$ cat src/logic/wdrtc_pkg.sv
// Package of offsets, field layouts, reset values and codes for the watchdog and periodic timer.
package wdrtc_pkg;

  // ****************************************
  // Register offsets
  // ****************************************
  localparam logic [15:0] WDRTC_OFS_PERIODIC_CTRL = 16'h0014;
  localparam logic [15:0] WDRTC_OFS_PERIODIC_FLAG = 16'h0015;
  localparam logic [15:0] WDRTC_OFS_WATCHDOG_CTRL = 16'h0016;
  localparam logic [15:0] WDRTC_OFS_WATCHDOG_RESTART = 16'h0017;
  localparam logic [15:0] WDRTC_OFS_EVENT_STATUS = 16'h0018;
  localparam logic [15:0] WDRTC_OFS_EVENT_CLEAR = 16'h0019;
  localparam logic [15:0] WDRTC_OFS_EVENT_ENABLE = 16'h001A;

  // ****************************************
  // Periodic control field positions
  // ****************************************
  localparam int WDRTC_PC_IRQ_ENABLE = 7;
  localparam int WDRTC_PC_STOP_IN_WAIT = 6;
  localparam int WDRTC_PC_BYPASS = 3;
  localparam int WDRTC_PC_RATE_HI = 2;
  localparam int WDRTC_PC_RATE_LO = 0;

  // Periodic flag register field position.
  localparam int WDRTC_PF_TIMEOUT = 7;

  // ****************************************
  // Watchdog control field positions
  // ****************************************
  localparam int WDRTC_WC_MON_ENABLE = 7;
  localparam int WDRTC_WC_FORCE_MON_ENABLE = 6;
  localparam int WDRTC_WC_FORCE_MON_RESET = 5;
  localparam int WDRTC_WC_FORCE_WD_RESET = 4;
  localparam int WDRTC_WC_RESET_DISABLE = 3;
  localparam int WDRTC_WC_RATE_HI = 2;
  localparam int WDRTC_WC_RATE_LO = 0;

  // Event status bit positions.
  localparam int WDRTC_EV_PERIODIC = 0;
  localparam int WDRTC_EV_WATCHDOG = 1;
  localparam int WDRTC_EV_MONITOR = 2;
  localparam int WDRTC_EV_WIDTH = 3;

  // ****************************************
  // Reset values and codes
  // ****************************************
  localparam logic [2:0] WDRTC_RATE_OFF = 3'h0;
  localparam logic [2:0] WDRTC_WD_RATE_RESET = 3'h1;
  localparam logic [7:0] WDRTC_ARM_CODE = 8'h55;
  localparam logic [7:0] WDRTC_RESTART_CODE = 8'hAA;
  localparam logic [7:0] WDRTC_READ_ZERO = 8'h00;

  // Divider stages kept by the bypass test bit.
  localparam logic [4:0] WDRTC_BYPASS_SHIFT = 5'h02;
  localparam int WDRTC_PERIODIC_CNT_W = 19;
  localparam int WDRTC_WATCHDOG_CNT_W = 23;

  // Extra watchdog division beyond the base stage, as a power of two, per rate code.
  function automatic logic [4:0] wdrtc_wd_extra(input logic [2:0] code);
    logic [4:0] extra;
    extra = 5'h00;
    case (code)
      3'h1: extra = 5'h00;
      3'h2: extra = 5'h02;
      3'h3: extra = 5'h04;
      3'h4: extra = 5'h06;
      3'h5: extra = 5'h08;
      3'h6: extra = 5'h09;
      3'h7: extra = 5'h0A;
      default: extra = 5'h00;
    endcase
    return extra;
  endfunction

endpackage

$ cat src/logic/wdrtc_top.sv
// Periodic interrupt timer, watchdog and clock monitor control with register port.
//
// Contract
// Periodic rate field selects divide 2^13 to 2^19
// Timeout sets flag bit 7, others zero
// Writing one clears the flag, zero keeps
// Interrupt requested while flag and enable set
// Monitor enable resets on slow clocks
// Force monitor write once normal, sticky
// Software clears monitor enable before stop
// Force monitor reset writable special only
// Force watchdog reset writable special only
// Reset disable blocks all system resets
// Watchdog divisor from 2^13 to 2^23
// Watchdog rate write once, resets to one
// Bypass keeps last two base stages only
// Software restarts with 55 then AA
// Timeout before restart pair resets
// Any other restart byte resets immediately
// Stop in wait halts both timers
// Accepted AA clears counter and disarms
// Reset disable set on special reset
//
// The plain strobed port was decided locally.
`timescale 1ns/1ns
module wdrtc_top #(
  parameter logic [4:0] PERIODIC_BASE_SHIFT = 5'h0D,
  parameter logic [4:0] WATCHDOG_BASE_SHIFT = 5'h0D
) (
  input wire logic clock_in,
  input wire logic reset_in,
  input wire logic special_mode_in,
  input wire logic wait_mode_in,
  input wire logic clock_fail_in,
  input wire logic [15:0] addr_in,
  input wire logic [7:0] wr_data_in,
  input wire logic wr_en_in,
  input wire logic rd_en_in,
  output logic [7:0] rd_data_out,
  output logic irq_out,
  output logic watchdog_reset_out,
  output logic monitor_reset_out
);
  import wdrtc_pkg::*;

  // ****************************************
  // State
  // ****************************************
  logic special_q;
  logic [2:0] periodic_rate_q;
  logic periodic_irq_enable_q;
  logic stop_in_wait_q;
  logic divider_bypass_q;
  logic periodic_ctrl_written_q;
  logic periodic_timeout_flag_q;
  logic clk_monitor_enable_q;
  logic force_monitor_enable_q;
  logic reset_disable_q;
  logic [2:0] watchdog_rate_q;
  logic watchdog_ctrl_written_q;
  logic armed_q;
  logic [WDRTC_EV_WIDTH-1:0] event_status_q;
  logic [WDRTC_EV_WIDTH-1:0] event_enable_q;
  logic [7:0] rd_data_q;
  logic watchdog_reset_q;
  logic monitor_reset_q;
  logic fail_meta_q;
  logic fail_sync_q;

  // ****************************************
  // Decode
  // ****************************************
  logic wr_periodic_ctrl;
  logic wr_periodic_flag;
  logic wr_watchdog_ctrl;
  logic wr_restart;
  logic wr_event_clear;
  logic wr_event_enable;
  logic halted;
  logic periodic_tick;
  logic watchdog_tick;
  logic watchdog_on;
  logic monitor_on;
  logic restart_ok;
  logic bad_restart;
  logic force_wd;
  logic force_mon;
  logic [4:0] periodic_shift;
  logic [4:0] watchdog_shift;
  logic [WDRTC_EV_WIDTH-1:0] event_set;

  // Address decode for writes; unmapped writes fall through and are dropped.
  always_comb begin
    wr_periodic_ctrl = 1'b0;
    wr_periodic_flag = 1'b0;
    wr_watchdog_ctrl = 1'b0;
    wr_restart = 1'b0;
    wr_event_clear = 1'b0;
    wr_event_enable = 1'b0;
    if (!wr_en_in) begin
      wr_restart = 1'b0;
    end else if (addr_in == WDRTC_OFS_PERIODIC_CTRL) begin
      wr_periodic_ctrl = 1'b1;
    end else if (addr_in == WDRTC_OFS_PERIODIC_FLAG) begin
      wr_periodic_flag = 1'b1;
    end else if (addr_in == WDRTC_OFS_WATCHDOG_CTRL) begin
      wr_watchdog_ctrl = 1'b1;
    end else if (addr_in == WDRTC_OFS_WATCHDOG_RESTART) begin
      wr_restart = 1'b1;
    end else if (addr_in == WDRTC_OFS_EVENT_CLEAR) begin
      wr_event_clear = 1'b1;
    end else if (addr_in == WDRTC_OFS_EVENT_ENABLE) begin
      wr_event_enable = 1'b1;
    end
  end

  // ****************************************
  // Operating mode
  // ****************************************

  // The mode strap is caught while reset is held, so a later change of the pin is ignored.
  always_ff @(posedge clock_in) begin
    if (reset_in) begin
      special_q <= special_mode_in;
    end
  end

  // Both timers freeze in wait mode only when software asked for it.
  assign halted = stop_in_wait_q && wait_mode_in;

  // ****************************************
  // Periodic control register
  // ****************************************

  // Rate and enable are free to write; stop-in-wait is write once outside special mode.
  always_ff @(posedge clock_in) begin
    if (reset_in) begin
      periodic_rate_q <= WDRTC_RATE_OFF;
      periodic_irq_enable_q <= 1'b0;
      stop_in_wait_q <= 1'b0;
      divider_bypass_q <= 1'b0;
      periodic_ctrl_written_q <= 1'b0;
    end else if (wr_periodic_ctrl) begin
      periodic_rate_q <= wr_data_in[WDRTC_PC_RATE_HI:WDRTC_PC_RATE_LO];
      periodic_irq_enable_q <= wr_data_in[WDRTC_PC_IRQ_ENABLE];
      periodic_ctrl_written_q <= 1'b1;
      if (special_q || !periodic_ctrl_written_q) begin
        stop_in_wait_q <= wr_data_in[WDRTC_PC_STOP_IN_WAIT];
      end
      if (special_q) begin
        divider_bypass_q <= wr_data_in[WDRTC_PC_BYPASS];
      end
    end
  end

  // ****************************************
  // Periodic timer
  // ****************************************

  // Code one is the base divisor; each further code doubles it.
  assign periodic_shift = PERIODIC_BASE_SHIFT + {2'h0, periodic_rate_q} - 5'h01;

  wdrtc_pow2_timer #(
    .W(WDRTC_PERIODIC_CNT_W)
  ) u_periodic_timer (
    .clock_in(clock_in),
    .reset_in(reset_in),
    .run_in(!halted),
    .clear_in(periodic_rate_q == WDRTC_RATE_OFF),
    .shift_in(periodic_shift),
    .tick_out(periodic_tick)
  );

  // A timeout in the same cycle as a clearing write still leaves the flag set.
  always_ff @(posedge clock_in) begin
    if (reset_in) begin
      periodic_timeout_flag_q <= 1'b0;
    end else if (periodic_tick) begin
      periodic_timeout_flag_q <= 1'b1;
    end else if (wr_periodic_flag && wr_data_in[WDRTC_PF_TIMEOUT]) begin
      periodic_timeout_flag_q <= 1'b0;
    end
  end

  // ****************************************
  // Watchdog control register
  // ****************************************

  // Special-mode resets come up with system resets disabled.
  always_ff @(posedge clock_in) begin
    if (reset_in) begin
      clk_monitor_enable_q <= 1'b0;
      force_monitor_enable_q <= 1'b0;
      reset_disable_q <= special_mode_in;
      watchdog_rate_q <= WDRTC_WD_RATE_RESET;
      watchdog_ctrl_written_q <= 1'b0;
    end else if (wr_watchdog_ctrl) begin
      clk_monitor_enable_q <= wr_data_in[WDRTC_WC_MON_ENABLE];
      watchdog_ctrl_written_q <= 1'b1;
      if (special_q || !watchdog_ctrl_written_q) begin
        force_monitor_enable_q <= wr_data_in[WDRTC_WC_FORCE_MON_ENABLE];
        watchdog_rate_q <= wr_data_in[WDRTC_WC_RATE_HI:WDRTC_WC_RATE_LO];
      end
      if (special_q) begin
        reset_disable_q <= wr_data_in[WDRTC_WC_RESET_DISABLE];
      end
    end
  end

  // Force bits are actions, not storage; outside special mode they are ignored.
  assign force_mon = wr_watchdog_ctrl && special_q && wr_data_in[WDRTC_WC_FORCE_MON_RESET];
  assign force_wd = wr_watchdog_ctrl && special_q && wr_data_in[WDRTC_WC_FORCE_WD_RESET];

  // ****************************************
  // Watchdog timer and restart sequence
  // ****************************************

  // Bypass replaces the base stage with its last two stages; the extra division stays.
  assign watchdog_shift = (divider_bypass_q ? WDRTC_BYPASS_SHIFT : WATCHDOG_BASE_SHIFT)
    + wdrtc_wd_extra(watchdog_rate_q);
  assign watchdog_on = (watchdog_rate_q != WDRTC_RATE_OFF);

  assign restart_ok = wr_restart && armed_q && (wr_data_in == WDRTC_RESTART_CODE);
  assign bad_restart = wr_restart && (wr_data_in != WDRTC_ARM_CODE)
    && (wr_data_in != WDRTC_RESTART_CODE);

  wdrtc_pow2_timer #(
    .W(WDRTC_WATCHDOG_CNT_W)
  ) u_watchdog_timer (
    .clock_in(clock_in),
    .reset_in(reset_in),
    .run_in(watchdog_on && !halted),
    .clear_in(restart_ok || !watchdog_on),
    .shift_in(watchdog_shift),
    .tick_out(watchdog_tick)
  );

  // The first step arms the pair; only the matching second step is accepted.
  always_ff @(posedge clock_in) begin
    if (reset_in) begin
      armed_q <= 1'b0;
    end else if (wr_restart && (wr_data_in == WDRTC_ARM_CODE)) begin
      armed_q <= 1'b1;
    end else if (restart_ok) begin
      armed_q <= 1'b0;
    end
  end

  // ****************************************
  // Clock monitor
  // ****************************************

  // The slow-clock detector is analog and asynchronous, so it is synchronised first.
  always_ff @(posedge clock_in) begin
    if (reset_in) begin
      fail_meta_q <= 1'b0;
      fail_sync_q <= 1'b0;
    end else begin
      fail_meta_q <= clock_fail_in;
      fail_sync_q <= fail_meta_q;
    end
  end

  // Forcing the monitor makes the plain enable irrelevant.
  assign monitor_on = force_monitor_enable_q || clk_monitor_enable_q;

  // ****************************************
  // System reset requests
  // ****************************************

  // Requests are registered; the watchdog request is a one-cycle pulse, the monitor request follows the synchronised fail; the disable bit masks every source.
  always_ff @(posedge clock_in) begin
    if (reset_in) begin
      watchdog_reset_q <= 1'b0;
      monitor_reset_q <= 1'b0;
    end else begin
      watchdog_reset_q <= !reset_disable_q && watchdog_on
        && (watchdog_tick || bad_restart || force_wd);
      monitor_reset_q <= !reset_disable_q && monitor_on
        && (fail_sync_q || force_mon);
    end
  end

  assign watchdog_reset_out = watchdog_reset_q;
  assign monitor_reset_out = monitor_reset_q;

  // ****************************************
  // Event status, clear and enable
  // ****************************************

  assign event_set = {fail_sync_q && monitor_on,
    watchdog_tick || (bad_restart && watchdog_on), periodic_tick};

  // Sticky events; a new event wins over a clear written in the same cycle.
  always_ff @(posedge clock_in) begin
    if (reset_in) begin
      event_status_q <= '0;
    end else if (wr_event_clear) begin
      event_status_q <= (event_status_q & ~wr_data_in[WDRTC_EV_WIDTH-1:0]) | event_set;
    end else begin
      event_status_q <= event_status_q | event_set;
    end
  end

  // Interrupt enables for the sticky events.
  always_ff @(posedge clock_in) begin
    if (reset_in) begin
      event_enable_q <= '0;
    end else if (wr_event_enable) begin
      event_enable_q <= wr_data_in[WDRTC_EV_WIDTH-1:0];
    end
  end

  // The periodic flag has its own enable; the event bank adds its own periodic, watchdog and monitor events.
  assign irq_out = (periodic_timeout_flag_q && periodic_irq_enable_q)
    || (|(event_status_q & event_enable_q));

  // ****************************************
  // Read port
  // ****************************************

  // Read data are registered and valid only in the cycle after the strobe.
  always_ff @(posedge clock_in) begin
    if (reset_in) begin
      rd_data_q <= WDRTC_READ_ZERO;
    end else if (!rd_en_in) begin
      rd_data_q <= WDRTC_READ_ZERO;
    end else if (addr_in == WDRTC_OFS_PERIODIC_CTRL) begin
      rd_data_q <= WDRTC_READ_ZERO;
      rd_data_q[WDRTC_PC_IRQ_ENABLE] <= periodic_irq_enable_q;
      rd_data_q[WDRTC_PC_STOP_IN_WAIT] <= stop_in_wait_q;
      rd_data_q[WDRTC_PC_BYPASS] <= divider_bypass_q;
      rd_data_q[WDRTC_PC_RATE_HI:WDRTC_PC_RATE_LO] <= periodic_rate_q;
    end else if (addr_in == WDRTC_OFS_PERIODIC_FLAG) begin
      rd_data_q <= WDRTC_READ_ZERO;
      rd_data_q[WDRTC_PF_TIMEOUT] <= periodic_timeout_flag_q;
    end else if (addr_in == WDRTC_OFS_WATCHDOG_CTRL) begin
      rd_data_q <= WDRTC_READ_ZERO;
      rd_data_q[WDRTC_WC_MON_ENABLE] <= clk_monitor_enable_q;
      rd_data_q[WDRTC_WC_FORCE_MON_ENABLE] <= force_monitor_enable_q;
      rd_data_q[WDRTC_WC_RESET_DISABLE] <= reset_disable_q;
      rd_data_q[WDRTC_WC_RATE_HI:WDRTC_WC_RATE_LO] <= watchdog_rate_q;
    end else if (addr_in == WDRTC_OFS_EVENT_STATUS) begin
      rd_data_q <= {{(8-WDRTC_EV_WIDTH){1'b0}}, event_status_q};
    end else if (addr_in == WDRTC_OFS_EVENT_ENABLE) begin
      rd_data_q <= {{(8-WDRTC_EV_WIDTH){1'b0}}, event_enable_q};
    end else begin
      rd_data_q <= WDRTC_READ_ZERO;
    end
  end

  assign rd_data_out = rd_data_q;

endmodule

$ cat src/logic/wdrtc_pow2_timer.sv
// Power-of-two timeout counter that ticks once every 2^shift running cycles.
`timescale 1ns/1ns
module wdrtc_pow2_timer #(
  parameter int W = 19
) (
  input wire logic clock_in,
  input wire logic reset_in,
  input wire logic run_in,
  input wire logic clear_in,
  input wire logic [4:0] shift_in,
  output logic tick_out
);

  logic [W-1:0] count_q;
  logic [W-1:0] limit;

  // Terminal count is 2^shift - 1; the extra bit keeps the shift from overflowing.
  assign limit = W'(({{W{1'b0}}, 1'b1} << shift_in) - 1'b1);
  assign tick_out = run_in && !clear_in && (count_q == limit);

  // Counter wraps at the terminal count; a clear restarts the full period.
  always_ff @(posedge clock_in) begin
    if (reset_in || clear_in) begin
      count_q <= '0;
    end else if (run_in) begin
      if (count_q == limit) begin
        count_q <= '0;
      end else begin
        count_q <= count_q + 1'b1;
      end
    end
  end

endmodule

$ cat config.mk
export PLATFORM = sky130hd
export DESIGN_NAME = wdrtc_top
export DESIGN_NICKNAME = d
export VERILOG_FILES = /design/src/logic/wdrtc_pkg.sv /design/src/logic/wdrtc_top.sv /design/src/logic/wdrtc_pow2_timer.sv
export SDC_FILE = /design/constraint.sdc
export NUM_CORES = 1
export LEC_CHECK = 0
export BUFFER_PORTS_ARGS = -buffer_cell sky130_fd_sc_hd__buf_2
export CAP_MARGIN = 20
export CORE_MARGIN = 2
export CORE_UTILIZATION = 54
export CTS_BUF_LIST = sky130_fd_sc_hd__clkbuf_4 sky130_fd_sc_hd__clkbuf_8 sky130_fd_sc_hd__clkbuf_16
export CTS_CLUSTER_SIZE = 20
export DETAILED_ROUTE_END_ITERATION = 10
export HOLD_SLACK_MARGIN = 0.12
export PLACE_DENSITY = 0.75
export SYNTH_ARGS = -nofsm -noshare
export SYNTH_HDL_FRONTEND = slang
export SYNTH_SLANG_ARGS = --single-unit
$ cat constraint.sdc
create_clock -name clock_in -period 8.3 [get_ports clock_in]
set_input_delay 1.66 -clock clock_in [delete_from_list [all_inputs] [get_ports clock_in]]
set_output_delay 1.66 -clock clock_in [all_outputs]
set_load 0.005 [all_outputs]
# Yosys cells after proc, flatten, opt, wreduce, memory -nomap -nowiden
# Index checks and enable logic that the tools add are counted.
totals:
  reg_bits: 77
  in_bits: 31
  out_inout_bits: 11
op_classes:
  n_addsub: 7
  n_eq_ne: 19
  n_shift: 2
  n_mux: 44
  bitwise_logic: 6
  reduce_logical: 53
ops:
  columns: ["op", "n"]
  rows:
  - ["16-bit by 5-bit equality test with 1-bit output (second input constant)", 7]
  - ["1-bit two-way mux", 34]
  - ["8-bit two-way mux", 3]
  - ["4-bit case mux with 6 select lines", 1]
  - ["23-bit by 1-bit adder with 23-bit output (second input constant)", 1]
  - ["23-bit equality test", 1]
  - ["23-bit two-way mux", 1]
  - ["1-bit by 5-bit left shift with 23-bit output (first input constant)", 1]
  - ["23-bit by 1-bit subtractor with 23-bit output (second input constant)", 1]
  - ["1-bit logical AND", 22]
  - ["19-bit by 1-bit adder with 19-bit output (second input constant)", 1]
  - ["19-bit equality test", 1]
  - ["19-bit two-way mux", 1]
  - ["1-bit by 5-bit left shift with 19-bit output (first input constant)", 1]
  - ["19-bit by 1-bit subtractor with 19-bit output (second input constant)", 1]
  - ["3-bit equality test (second input constant)", 4]
  - ["1-bit logical OR", 11]
  - ["3-bit two-way mux", 3]
  - ["8-bit by 7-bit equality test with 1-bit output (second input constant)", 1]
  - ["8-bit equality test (second input constant)", 1]
  - ["8-bit by 7-bit != test with 1-bit output (second input constant)", 1]
  - ["8-bit != test (second input constant)", 1]
  - ["2-bit AND reduction", 4]
  - ["2-bit nonzero test", 4]
  - ["other kinds (15)", 24]

# Depth between registers and ports, before layout
# Gate-level depths: netlist of run 1.
logic_depth:
  word_depth: 15
  mapped_depth: 25
  ltp_nobuf: 20

# Modules after synthesis
# Synthesis of run 1 repeated with hierarchy kept, for this count alone.
unflattened:
  cells_unflattened: 658
  area_unflattened_um2: 5353.9
by_module_without_submodules:
  columns: ["module", "n_inst", "cells_per_inst", "area_per_inst_um2", "seq_area_each_um2"]
  rows:
  - ["wdrtc_pow2_timer at u_watchdog_timer", 1, 243, 1903.1, 460.4]
  - ["wdrtc_top", 1, 183, 1761.7, 680.7]
  - ["wdrtc_pow2_timer at u_periodic_timer", 1, 232, 1689.1, 380.4]

# Worst setup path before layout of run 1
# No wires, ideal clock.
synth_path:
  kind: "register to register"
  start: "register watchdog_rate_q[2]"
  end: "register watchdog_reset_q, in the netlist watchdog_reset_out"
  setup_ps: 100
  arrival_ps: 4686
  path_slack_ps: 3515
  stages_incl_launch_ff: 25
  path_buffers: 4
  period_less_slack_ps: 4785
  path_cell_list: "dfxtp_1 clkbuf_1 inv_1 nor2_1 ha_1 inv_1 fa_1 buf_2 nand2b_1 o22ai_1 nand2b_1 clkbuf_1 nor2_1 nand3_1 ha_1 clkbuf_1 xnor2_1 nand2_1 a21oi_1 and4_1 o2111a_1 o2111ai_1 or4_1 or4_4 a2111oi_4"
synth_between:
  elab_chain_len: 10
  word_cells_on_any_way: 22
synth_lines:
  columns: ["item", "line", "source"]
  rows:
  - ["from (decl)", "wdrtc_top.sv:59", "logic [2:0] watchdog_rate_q;"]
  - ["from (signal assigned)", "wdrtc_top.sv:202", "watchdog_rate_q <= wr_data_in[WDRTC_WC_RATE_HI:WDRTC_WC_RATE_LO];"]
  - ["3-bit equality test / 3-bit by 2-bit equality test with 1-bit output (equally long branches)", "wdrtc_pkg.sv:62", "case (code)"]
  - ["4-bit case mux with 6 select lines", "wdrtc_pkg.sv:62", null]
  - ["4-bit by 5-bit adder with 5-bit output", "wdrtc_top.sv:220", "+ wdrtc_wd_extra(watchdog_rate_q);"]
  - ["1-bit by 5-bit left shift with 23-bit output", "wdrtc_pow2_timer.sv:18", "assign limit = W'(({{W{1'b0}}, 1'b1} << shift_in) - 1'b1);"]
  - ["23-bit by 1-bit subtractor with 23-bit output", "wdrtc_pow2_timer.sv:18", null]
  - ["23-bit equality test", "wdrtc_pow2_timer.sv:19", "assign tick_out = run_in && !clear_in && (count_q == limit);"]
  - ["1-bit logical AND", "wdrtc_pow2_timer.sv:19", null]
  - ["1-bit logical OR (2 in a row)", "wdrtc_top.sv:278", "&& (watchdog_tick || bad_restart || force_wd);"]
  - ["1-bit logical AND *", "wdrtc_top.sv:278", null]
  - ["to (signal assigned)", "wdrtc_top.sv:277", "watchdog_reset_q <= !reset_disable_q && watchdog_on"]
  - ["to (decl)", "wdrtc_top.sv:65", "logic watchdog_reset_q;"]
# Mark *: on every way between the ends. The rest lies on a longest branch, timed or not.
# A chain may end at the register's enable or synchronous reset.

# Final worst setup path of run 1
# Same ends and word-level chain as after synthesis.

==> reports/qor.yml, run 1 <==
antenna_cells: 0
die-height_um: 101
ys_async_sr_fraction: 0
cts_setup_buffers: 0
report.final.slew_viol_count: 0
grt_overflow: 0
tightest_slew_ns: 0.908
cts-resized-gates: 0
drt-pass1-iter-count: 5
grt.total_usage: 0.285
cts.path.max_buffers: 2
antenna_found_initial: 0
ys_warn_count: 0
finalHoldViolCount: 0
layout.nets: 704
cts-root-buf: "clkbuf_8"
synth_top_area_share: 0.290
rows: 35
fin_ws_ns: 2.42
ys_seq_area_frac: 0.302
ctsHtreeMaxLevel: 3
io_pins: 42
synth_cells: 647
status: "complete, no violations"
syn_area_mm2: 0.00503
core_area_mm2: 0.00915
cap_viol_max_count: 0
stdcell_count: 780
synthMuxAreaShare: 0.0418
avgSynthCellArea_um2: 7.78
clkLatencyLatePin_ns: 0.35
synth_edf_count: 2
yosys.area_share.adder: 0.0239
p_per_area_mw_per_mm2: 127
cp.required_ns: 8.55
fmax_ghz: 0.170
gp_congestion: 0.964
final_cell_area_mm2: 0.00541
yosysUniqueCellTypes: 75
fin_setup_tns_ns: 0
fp.dieArea_mm2: 0.0101
placedCellCount: 764
setup_viol: 0
startpoint_type: "flop"
vias: 4935
clock-sinks: 75
synthSimpleGateAreaFrac: 0.300
path_clk_slew_ns: 0.09
areaGrowthSynthToFinish_pct: 7.56
synth_flop_cell: "dfxtp_1"
synth_top_family_by_area: "simple AND/OR/NAND/NOR gates"
postRouteAntennaNets: 0
die_x_um: 101
drc: 0
synth_area_leaders: "dfxtp_1 (29%), nor2_1 (6.2%), xor2_1 (5.7%)"
ctsHoldBuffers: 0
place_ws_ns: 2.52
via_per_inst: 6.33
totalWireLength_um: 14100
synth_xor_xnor_area_share: 0.0923
p_leak_uw: 0.00193
hold_class: "flop to flop"
yosysTopAreaCell: "dfxtp_1"
grt_max_degree: 34
drt_iter0_markers: 312
crit_fanout: 19
period_share: 0.708
max_slew_margin: 0.379
drive_above_1_share: 0.114
crit_type: "flop to flop"
fin_crit_ns: 5.88
clock_skew_ns: 0.0148
start_util: 0.550
wl_per_cell_um: 18.0
grt_pass1_vias: 4749
place_area_mm2: 0.00521
portBuffers: 39
rsz0062_at_grt: "false"
total_power_uw: 687
hpwl_um: 10400
cts_tree: "done"
ys_ff_latch: 75
arrival_ns: 6.12
cts_buffers: 9
synth-compound-area-share: 0.190
worstSetupEndpointType: "flop"
grt_pass1_wl_um: 22800
peakVddDrop_mv: 0.118
-- layer usage --
metal	global-route usage	share of wire
met4	0.144	0.041
met1	0.347	0.42
met2	0.484	0.48
met3	0.0492	0.063
met5	0	0
-- metrics by stage --
step / utilization / hold slack [ns]
floorplan: - / 0.414
global placement: 0.569 / 0.417
detailed placement: 0.569 / 0.449
CTS: 0.591 / 0.462
global route: 0.591 / 0.474
finish: 0.591 / 0.459
-- synthesized netlist by cell type (4+ instances only) --
library cell	n
a2111oi_0	6
a211oi_1	4
a21o_1	6
a21oi_1	29
a221oi_1	5
a22oi_1	9
a31oi_1	4
and2_1	5
and3_1	17
and4_1	6
buf_2	4
buf_4	5
clkbuf_1	22
dfxtp_1	73
ha_1	8
inv_1	19
mux2_2	4
mux2i_1	15
nand2_1	56
nand2b_1	12
nand3_1	38
nand4_1	10
nor2_1	83
nor3_1	38
nor4_1	11
o2111ai_1	6
o21a_1	4
o21ai_0	17
o221ai_1	4
o22ai_1	4
o31ai_1	4
or3_1	6
or4_1	4
xnor2_1	20
xor2_1	33
-- registers in the layout (all words and copies together), names as in the netlist, 3 cells and up --
| signal | cells |
|---|---|
| watchdog_rate_q | 3 |
| u_periodic_timer.count_q | 19 |
| rd_data_out | 6 |
| event_status_q | 3 |
| periodic_rate_q | 3 |
| u_watchdog_timer.count_q | 23 |
| event_enable_q | 3 |
-- kinds of logic after synthesis --
| family | after synthesis |
|---|---|
| other cells | 1 |
| compound gates | 131 |
| mux | 20 |
| simple gates | 303 |
| xor+xnor | 53 |
| buf+inv | 55 |
| flops | 75 |
| fa+ha+maj | 9 |
-- worst paths after layout --
| check | startpoint | to | slack, ns | depth (start not counted) |
|---|---|---|---|---|
| worst max register to register | watchdog_rate_q[2] | watchdog_reset_out | 2.42 | 17 |
| worst max-delay path | watchdog_rate_q[2] | watchdog_reset_out | 2.42 | 17 |
| worst min register to register | fail_meta_q | fail_sync_q | 0.46 | 1 |
| worst min-delay path | fail_meta_q | fail_sync_q | 0.46 | 1 |
-- final cells by class --
type	instances	area, um^2
clock buffer	9	124
timing repair buffer	40	203
tap	111	139
inverter	20	75.1
multi-input combinational	518	3270
fill	845	3740
clock inverter	7	81.3
sequential	75	1520
-- cell usage in the layout (no fill, tap or decap), types with 5 or more instances in the layout --
master	instances
xor2_1	33
buf_2	39
and3_1	17
nand2_1	56
mux2i_1	15
a21oi_1	29
nor2_1	83
and2_1	5
a22oi_1	9
clkbuf_8	9
o2111ai_1	6
nand2b_1	12
a21o_1	6
nand4_1	10
nor3_1	38
ha_1	8
dfxtp_1	73
and4_1	6
or3_1	6
o21ai_0	17
a221oi_1	5
nor4_1	11
nand3_1	38
xnor2_1	20
a2111oi_0	6
inv_1	19
-- power breakdown --
| group | total [uW] | leakage [uW] | switching, uW | internal, uW |
|---|---|---|---|---|
| Sequential | 367 | 0.000608 | 3.55 | 364 |
| Combinational | 25.2 | 0.00121 | 15.2 | 10.0 |
| Clock | 295 | 0.000108 | 150 | 145 |
| Total | 687 | 0.00193 | 169 | 519 |
-- critical path, cell delays in order, from the launching register on --
cell and delay [ns]:
dfxtp_1 0.46, inv_1 0.11, nor2_1 0.11, ha_1 0.26, inv_1 0.08, fa_1 0.92
clkinv_1 0.45, nor2_1 0.35, nand2_1 0.10, ha_1 0.44, nand2b_1 0.25, a2111oi_0 0.42
o21ai_0 0.15, o221a_2 0.17, o32ai_1 0.44, o2111ai_1 0.20, or4_4 0.55, a2111oi_4 0.29
(Power assumes the default switching activity.)
==> run 2, diff against run 1 <==
==> constraint.sdc (replaced) <==
create_clock -name clock_in -period 5.55 [get_ports clock_in]
set_input_delay 1.11 -clock clock_in [delete_from_list [all_inputs] [get_ports clock_in]]
set_output_delay 1.11 -clock clock_in [all_outputs]
set_load 0.005 [all_outputs]
==> run 2 against run 1 <==
Power grew 43%. Core utilization increased by 0.22 points. Critical path depth grew 3. Largest cell class unchanged. Via count grew 0.49%. Critical endpoint unchanged. Die area unchanged.
==> reports/qor.yml, run 2 (same netlist as run 1, synthesis figures left out) <==
start_util: 0.550  # unchanged
p_int_uw: 748  # was 519 uW
setup_viol: 0  # unchanged
crit_fanout: 19  # unchanged
fill_cells: 838  # was 845
postRouteAntennaNets: 0  # unchanged
areaGrowthSynthToFinish_pct: 7.96  # was 7.56%
ctsHtreeMaxLevel: 3  # unchanged
core_area_mm2: 0.00915  # unchanged
p_comb_frac: 0.038  # was 0.037
grt_pass1_wl_um: 23100  # was 22,800 um
tightest_slew_ns: 0.881  # was 0.908 ns
largest_reg_flops: 23  # unchanged
multiInputGateArea_mm2: 0.00327  # about the same
cp_slowest_cell: "or4_1"  # was fa_1
crit_type: "flop to flop"  # unchanged
cts_tree: "done"  # unchanged
clock-sinks: 75  # unchanged
top_usage_layer: "met2"  # unchanged
via_per_inst: 6.33  # about the same
path_cells: "inv_1 -> nor2_1 -> ha_1 -> inv_1 -> fa_1 -> nand2b_1 -> o22ai_1 -> nand2b_1 -> nor2_1 -> nand3_1 -> ha_2 -> xnor2_1 -> nand2_1 -> a21oi_1 -> and4_1 -> o2111a_1 -> o2111ai_1 -> or4_1 -> or4_4 -> a2111oi_4"  # was inv_1 -> nor2_1 -> ha_1 -> inv_1 -> fa_1 -> clkinv_1 -> nor2_1 -> nand2_1 -> ha_1 -> nand2b_1 -> a2111oi_0 -> o21ai_0 -> o221a_2 -> o32ai_1 -> o2111ai_1 -> or4_4 -> a2111oi_4
drc: 0  # unchanged
worstSetupEndpointType: "flop"  # unchanged
layout.nets: 709  # was 704
hold_class: "flop to flop"  # unchanged
cp_top_family: "simple AND/OR/NAND/NOR gates"  # was compound AO/OA/AOI/OAI gates
r2r-start: "watchdog_rate_q[2]"  # unchanged
swShare: 0.239  # was 0.245
fin_crit_ns: 5.07  # was 5.88 ns
die_x_um: 101  # unchanged
io_pins: 42  # unchanged
gp_congestion: 1.00  # was 0.964
totalWireLength_um: 13900  # was 14,100 um
placedCellCount: 769  # was 764
cts_buffers: 9  # unchanged
grt_max_degree: 34  # unchanged
fp.dieArea_mm2: 0.0101  # unchanged
clockPowerShare: 0.403  # was 0.429
fmax_ghz: 0.197  # was 0.170 GHz
status: "complete, no violations"  # unchanged
place_ws_ns: 0.391  # was 2.52 ns
drt-pass1-iter-count: 5  # unchanged
grt_overflow: 0  # unchanged
antenna_found_initial: 0  # unchanged
peakVddDrop_mv: 0.159  # was 0.118 mV
rows: 35  # unchanged
report.final.slew_viol_count: 0  # unchanged
drive_above_1_share: 0.120  # was 0.114
cts.path.max_buffers: 2  # unchanged
grt.total_usage: 0.286  # was 0.285
vias: 4959  # was 4,935
final_common_cell: "nor2_1"  # unchanged
cp.required_ns: 5.80  # was 8.55 ns
ctsHoldBuffers: 0  # unchanged
utilization: 0.593  # was 0.591
p_leak_uw: 0.00194  # was 0.00193 uW
wl_per_cell_um: 17.7  # was 18.0 um
critPathLaunch: "watchdog_rate_q[2]"  # unchanged
clkLatencyLatePin_ns: 0.35  # about the same
met2_usage: 0.464  # was 0.484
stdcell_count: 784  # was 780
grt_use_met3: 0.0569  # was 0.0492
fin_setup_tns_ns: 0  # unchanged
period_share: 0.914  # was 0.708
grt_pass1_vias: 4680  # was 4,749
pwr-share-seq: 0.559  # was 0.534
min-delay-start: "fail_meta_q"  # unchanged
rsz0062_at_grt: "false"  # unchanged
hpwl_um: 10500  # was 10,400 um
max_slew_margin: 0.410  # was 0.379
power.switching_uw: 235  # was 169 uW
die-height_um: 101  # unchanged
crit_buf_inv: 2  # was 3
total_power_uw: 983  # was 687 uW
portBuffers: 39  # unchanged
fin_ws_ns: 0.476  # was 2.42 ns
cts-root-buf: "clkbuf_8"  # unchanged
ff_latch_area_mm2: 0.00152  # unchanged
antenna_cells: 0  # unchanged
max_flop_register: "u_watchdog_timer.count_q"  # unchanged
path_clk_slew_ns: 0.08  # was 0.09 ns
cap_viol_max_count: 0  # unchanged
clock_skew_ns: 0.0132  # was 0.0148 ns
finalHoldViolCount: 0  # unchanged
use_met1: 0.370  # was 0.347
arrival_ns: 5.32  # was 6.12 ns
layout_common_cells: "nor2_1 (83), dfxtp_1 (73), nand2_1 (56), buf_2 (39)"  # unchanged
startpoint_type: "flop"  # unchanged
p_per_area_mw_per_mm2: 181  # was 127 mW/mm^2
cts_setup_buffers: 0  # unchanged
max_stage_delay_ns: 0.54  # was 0.92 ns
drt_iter0_markers: 311  # was 312
==> run 2: cell type report <==
class | instances | share of cell area
Tap cell | 111 | 0.0256
Sequential cell | 75 | 0.280
Timing Repair Buffer | 45 | 0.0442
Clock buffer | 10 | 0.0274
Inverter | 20 | 0.0138
Multi-Input combinational cell | 518 | 0.602
Clock inverter | 5 | 0.00668
==> run 2: power groups by stage <==
| stage | combinational [uW] | sequential (uW) | clock, uW |
|---|---|---|---|
| 6_report | 37.0 | 549 | 396 |
| 5_1_grt | 40.7 | 550 | 435 |
| 4_1_cts | 36.6 | 549 | 406 |
| 3_5_place_dp | 36.4 | 562 | 0 |
| 3_3_place_gp | 35.8 | 562 | 0 |
| 2_1_floorplan | 19.3 | 560 | 0 |
==> run 2: final timing paths <==
kind	end	slack [ns]	depth (start not counted)
worst max register to register	watchdog_reset_out	0.48	20
worst min register to register	fail_sync_q	0.46	1
worst min-delay path	fail_sync_q	0.46	1
worst max-delay path	watchdog_reset_out	0.48	20
==> run 2: through the flow <==
| step | cell area [um^2] | hold slack (ns) |
|---|---|---|
| global route | 5430 | 0.478 |
| detailed placement | 5240 | 0.440 |
| global placement | 5240 | 0.421 |
| floorplan | 5030 | 0.414 |
| CTS | 5430 | 0.459 |
| finish | 5430 | 0.455 |
==> run 2: per-layer routing <==
layer / routed length (um) / share of wire
met1: 6050 / 0.43
met2: 6530 / 0.47
met3: 797 / 0.057
met4: 531 / 0.038
met5: 0 / 0
==> run 2: timing repair <==
item                                    in CTS  in global routing
gates resized for setup                      0                  1
endpoints found under the hold margin        0                  0
endpoints found under the setup margin       0                 24
==> run 3, diff against run 2 <==
--- a/config.mk
+++ b/config.mk
@@ -5,9 +5,10 @@
 export SDC_FILE = /design/constraint.sdc
 export NUM_CORES = 1
 export LEC_CHECK = 0
+export ABC_AREA = 1
 export BUFFER_PORTS_ARGS = -buffer_cell sky130_fd_sc_hd__buf_2
 export CAP_MARGIN = 20
-export CORE_MARGIN = 2
+export CORE_MARGIN = 1
 export CORE_UTILIZATION = 54
 export CTS_BUF_LIST = sky130_fd_sc_hd__clkbuf_4 sky130_fd_sc_hd__clkbuf_8 sky130_fd_sc_hd__clkbuf_16
 export CTS_CLUSTER_SIZE = 20
==> run 3 against run 2 <==
Global-route usage decreased by 1.8 points. First-iteration DRC count fell by 28%. Hold slack got worse by 0.031 ns. Power rose by 1.9%. Critical path depth up 3. Non-clock buffer count decreased by 6. Count of clock-buffer cells in the layout unchanged. Register-to-register slack gained 0.78 ns. Setup slack improved by 0.78 ns. Critical path type unchanged.
==> reports/qor.yml, run 3 <==
status: "complete, no violations"  # unchanged
cp_slowest_cell: "fa_1"  # was or4_1
yosysTopAreaCell: "dfxtp_1"  # unchanged
yosysUniqueCellTypes: 42  # was 75
peakVddDrop_mv: 0.185  # was 0.159 mV
path_cells: "inv_1 -> nor3_1 -> ha_1 -> inv_1 -> fa_1 -> inv_2 -> nor2_1 -> nand2_1 -> nor2_2 -> nand2_1 -> ha_1 -> xor2_1 -> nand2_1 -> nor2_1 -> nand3_1 -> nor2_1 -> nand3_1 -> nor2_1 -> nand2_1 -> nor2_1 -> nand3_1 -> nand2_2 -> nor2_1"  # was inv_1 -> nor2_1 -> ha_1 -> inv_1 -> fa_1 -> nand2b_1 -> o22ai_1 -> nand2b_1 -> nor2_1 -> nand3_1 -> ha_2 -> xnor2_1 -> nand2_1 -> a21oi_1 -> and4_1 -> o2111a_1 -> o2111ai_1 -> or4_1 -> or4_4 -> a2111oi_4
fill_cells: 916  # was 838
ctsHoldBuffers: 0  # unchanged
r2r_slack_ns: 1.26  # was 0.48 ns
antenna_cells: 0  # unchanged
r2r-start: "watchdog_rate_q[2]"  # unchanged
cts.path.max_buffers: 2  # unchanged
cp.required_ns: 5.80  # about the same
drive_above_1_share: 0.121  # was 0.120
synth_cells: 817  # was 647
cts-root-buf: "clkbuf_8"  # unchanged
cts_setup_buffers: 0  # unchanged
drt_iter0_markers: 224  # was 311
drc: 0  # unchanged
synth_top_family_by_area: "simple AND/OR/NAND/NOR gates"  # unchanged
report.final.slew_viol_count: 0  # unchanged
yosysMostFrequentCell: "nand2_1"  # was nor2_1
arrival_ns: 4.54  # was 5.32 ns
utilization: 0.611  # was 0.593
hold_class: "flop to flop"  # unchanged
multiInputGateArea_mm2: 0.00316  # was 0.00327 mm^2
min-delay-start: "fail_meta_q"  # unchanged
via_per_inst: 5.29  # was 6.33
cts-resized-gates: 0  # unchanged
ys_seq_area_frac: 0.292  # was 0.302
grt.total_usage: 0.267  # was 0.286
grt_overflow: 0  # unchanged
period_share: 0.773  # was 0.914
layout.nets: 897  # was 709
drt-pass1-iter-count: 5  # unchanged
rows: 35  # unchanged
avgSynthCellArea_um2: 6.39  # was 7.78 um^2
synthTopCellsByCount: "nand2_1 (184), inv_1 (118), nor2_1 (113)"  # was nor2_1 (83), dfxtp_1 (73), nand2_1 (56)
fmax_ghz: 0.233  # was 0.197 GHz
synth_flop_cell: "dfxtp_1"  # unchanged
layout_common_cells: "nand2_1 (184), inv_1 (118), nor2_1 (113), dfxtp_1 (73), nand3_1 (66)"  # was nor2_1 (83), dfxtp_1 (73), nand2_1 (56), buf_2 (39)
cpMostUsedCell: "nor2_1"
worstSetupEndpointType: "flop"  # unchanged
clock_skew_ns: 0.0164  # was 0.0132 ns
fin_crit_ns: 4.29  # was 5.07 ns
ys_async_sr_fraction: 0  # unchanged
yosys.area_share.adder: 0.0230  # was 0.0239
grt_max_degree: 23  # was 34
hold_end: "fail_sync_q"  # unchanged
r2r_end: "u_watchdog_timer.count_q[8]"  # was watchdog_reset_out
wl_per_cell_um: 12.8  # was 17.7 um
min_path_cells: 2  # was 1
p_per_area_mw_per_mm2: 176  # was 181 mW/mm^2
ys_ff_latch: 75  # unchanged
core_area_mm2: 0.00928  # was 0.00915 mm^2
hpwl_um: 9880  # was 10,500 um
die_x_um: 100  # was 101 um
tightest_slew_ns: 0.669  # was 0.881 ns
grt_pass1_vias: 4920  # was 4,680
ys_warn_count: 0  # unchanged
fin_setup_tns_ns: 0  # unchanged
io_pins: 42  # unchanged
rsz0062_at_grt: "false"  # unchanged
cts_tree: "done"  # unchanged
cap_viol_max_count: 0  # unchanged
synthSimpleGateAreaFrac: 0.403  # was 0.300
ff2ff_path_depth: 23  # was 20
totalWireLength_um: 12700  # was 13,900 um
startpoint_type: "flop"  # unchanged
ctsHtreeMaxLevel: 3  # unchanged
max_stage_delay_ns: 0.64  # was 0.54 ns
portBuffers: 39  # unchanged
cts_buffers: 9  # unchanged
max_flop_register: "u_watchdog_timer.count_q"  # unchanged
path_clk_slew_ns: 0.09  # was 0.08 ns
die-height_um: 100  # was 101 um
grt_pass1_wl_um: 21700  # was 23,100 um
synth_xor_xnor_area_share: 0.0755  # was 0.0923
ff_latch_area_mm2: 0.00152  # unchanged
fp.dieArea_mm2: 0.0101  # about the same
clkLatencyLatePin_ns: 0.38  # was 0.35 ns
final_common_cell: "nand2_1"  # was nor2_1
synth_top_area_share: 0.280  # was 0.290
p_leak_uw: 0.00245  # was 0.00194 uW
start_util: 0.562  # was 0.550
clock-sinks: 75  # unchanged
synth_edf_count: 2  # unchanged
crit_fanout: 22  # was 19
largest_reg_flops: 23  # unchanged
setup_viol: 0  # unchanged
synth_area_leaders: "dfxtp_1 (28%), nand2_1 (13%), inv_1 (8.5%)"  # was dfxtp_1 (29%), nor2_1 (6.2%), xor2_1 (5.7%)
finalHoldViolCount: 0  # unchanged
vias: 5241  # was 4,959
synthMuxAreaShare: 0  # was 0.0418
gp_congestion: 0.915  # was 1.00
postRouteAntennaNets: 0  # unchanged
areaGrowthSynthToFinish_pct: 8.78  # was 7.96%
max_slew_margin: 0.553  # was 0.410
antenna_found_initial: 0  # unchanged
crit_type: "flop to flop"  # unchanged
synth-compound-area-share: 0.102  # was 0.190
syn_area_mm2: 0.00522  # was 0.00503 mm^2
-- run 3: cell count changes in the layout (fill, tap and decap cells not counted), moves of 9 or more --
cell	previous run	this run
nand2_2	0	12
o21ai_0	17	33
mux2i_1	15	0
nor2_1	83	113
nand2b_1	12	0
nor2_2	0	25
nand2_1	56	184
and3_1	17	2
a22oi_1	9	0
nor3_1	38	15
inv_1	19	118
xnor2_1	20	4
nand3_1	38	66
-- run 3: worst max path at each step --
stage	startpoint	end	slack (ns)
CTS	watchdog_rate_q[2]	u_watchdog_timer.count_q[8]	1.31
detailed placement	watchdog_rate_q[2]	u_watchdog_timer.count_q[8]	1.32
floorplan	watchdog_rate_q[2]	u_watchdog_timer.count_q[10]	2.09
global placement	watchdog_rate_q[2]	u_watchdog_timer.count_q[0]	1.51
finish	watchdog_rate_q[2]	u_watchdog_timer.count_q[8]	1.26
global route	watchdog_rate_q[2]	u_watchdog_timer.count_q[8]	0.80
-- run 3: final cells by class --
class | instances | area share
repair buffers | 39 | 0.0344
well taps | 129 | 0.0284
clock inverters | 6 | 0.00860
inverters | 122 | 0.0807
flip-flops and latches | 75 | 0.268
multi-input cells | 610 | 0.557
clock buffers | 10 | 0.0231
-- run 3: cell families after synthesis --
kind of cell,Yosys count
other,1
DFF,75
adders and majority gates,9
AOI/OAI and AO/OA,92
xor gates and xnor gates,45
buffers and inverters,133
and+or+nand+nor,462
-- run 3: where the power goes --
group          leakage (uW)  switching [uW]  internal [uW]
logic               0.00176            28.6           15.2
registers          0.000608            3.49            544
clock network     0.0000886             237            173
-- run 3: per-layer routing --
layer,wire length [um],global-route usage,part of all wire,vias to the layer above
li1,-,-,-,2698
met1,5590,0.329,0.44,2345
met2,6050,0.459,0.48,164
met3,728,0.0508,0.057,34
met4,327,0.106,0.026,0
met5,0,0,0,-
-- run 3: critical path: cells and delay by family, from the launching register on --
| kind | cells | cell delay [ns] |
|---|---|---|
| xor gates and xnor gates | 1 | 0.19 |
| adders and majority gates | 3 | 1.17 |
| buffers and inverters | 3 | 0.23 |
| DFF | 1 | 0.38 |
| and+or+nand+nor | 16 | 2.18 |
-- run 3: metrics by stage --
stage                     setup WS (ns)  instance area [um^2]  total power, uW  hold slack [ns]  instances
after floorplan                    2.09                  5220              585            0.388        818
after global placement             1.51                  5500              602            0.397        975
after detailed placement           1.32                  5500              603            0.419        975
after CTS                          1.31                  5680             1010            0.434        991
after global routing              0.803                  5680             1040            0.460        991
final                              1.26                  5680             1000            0.424        991
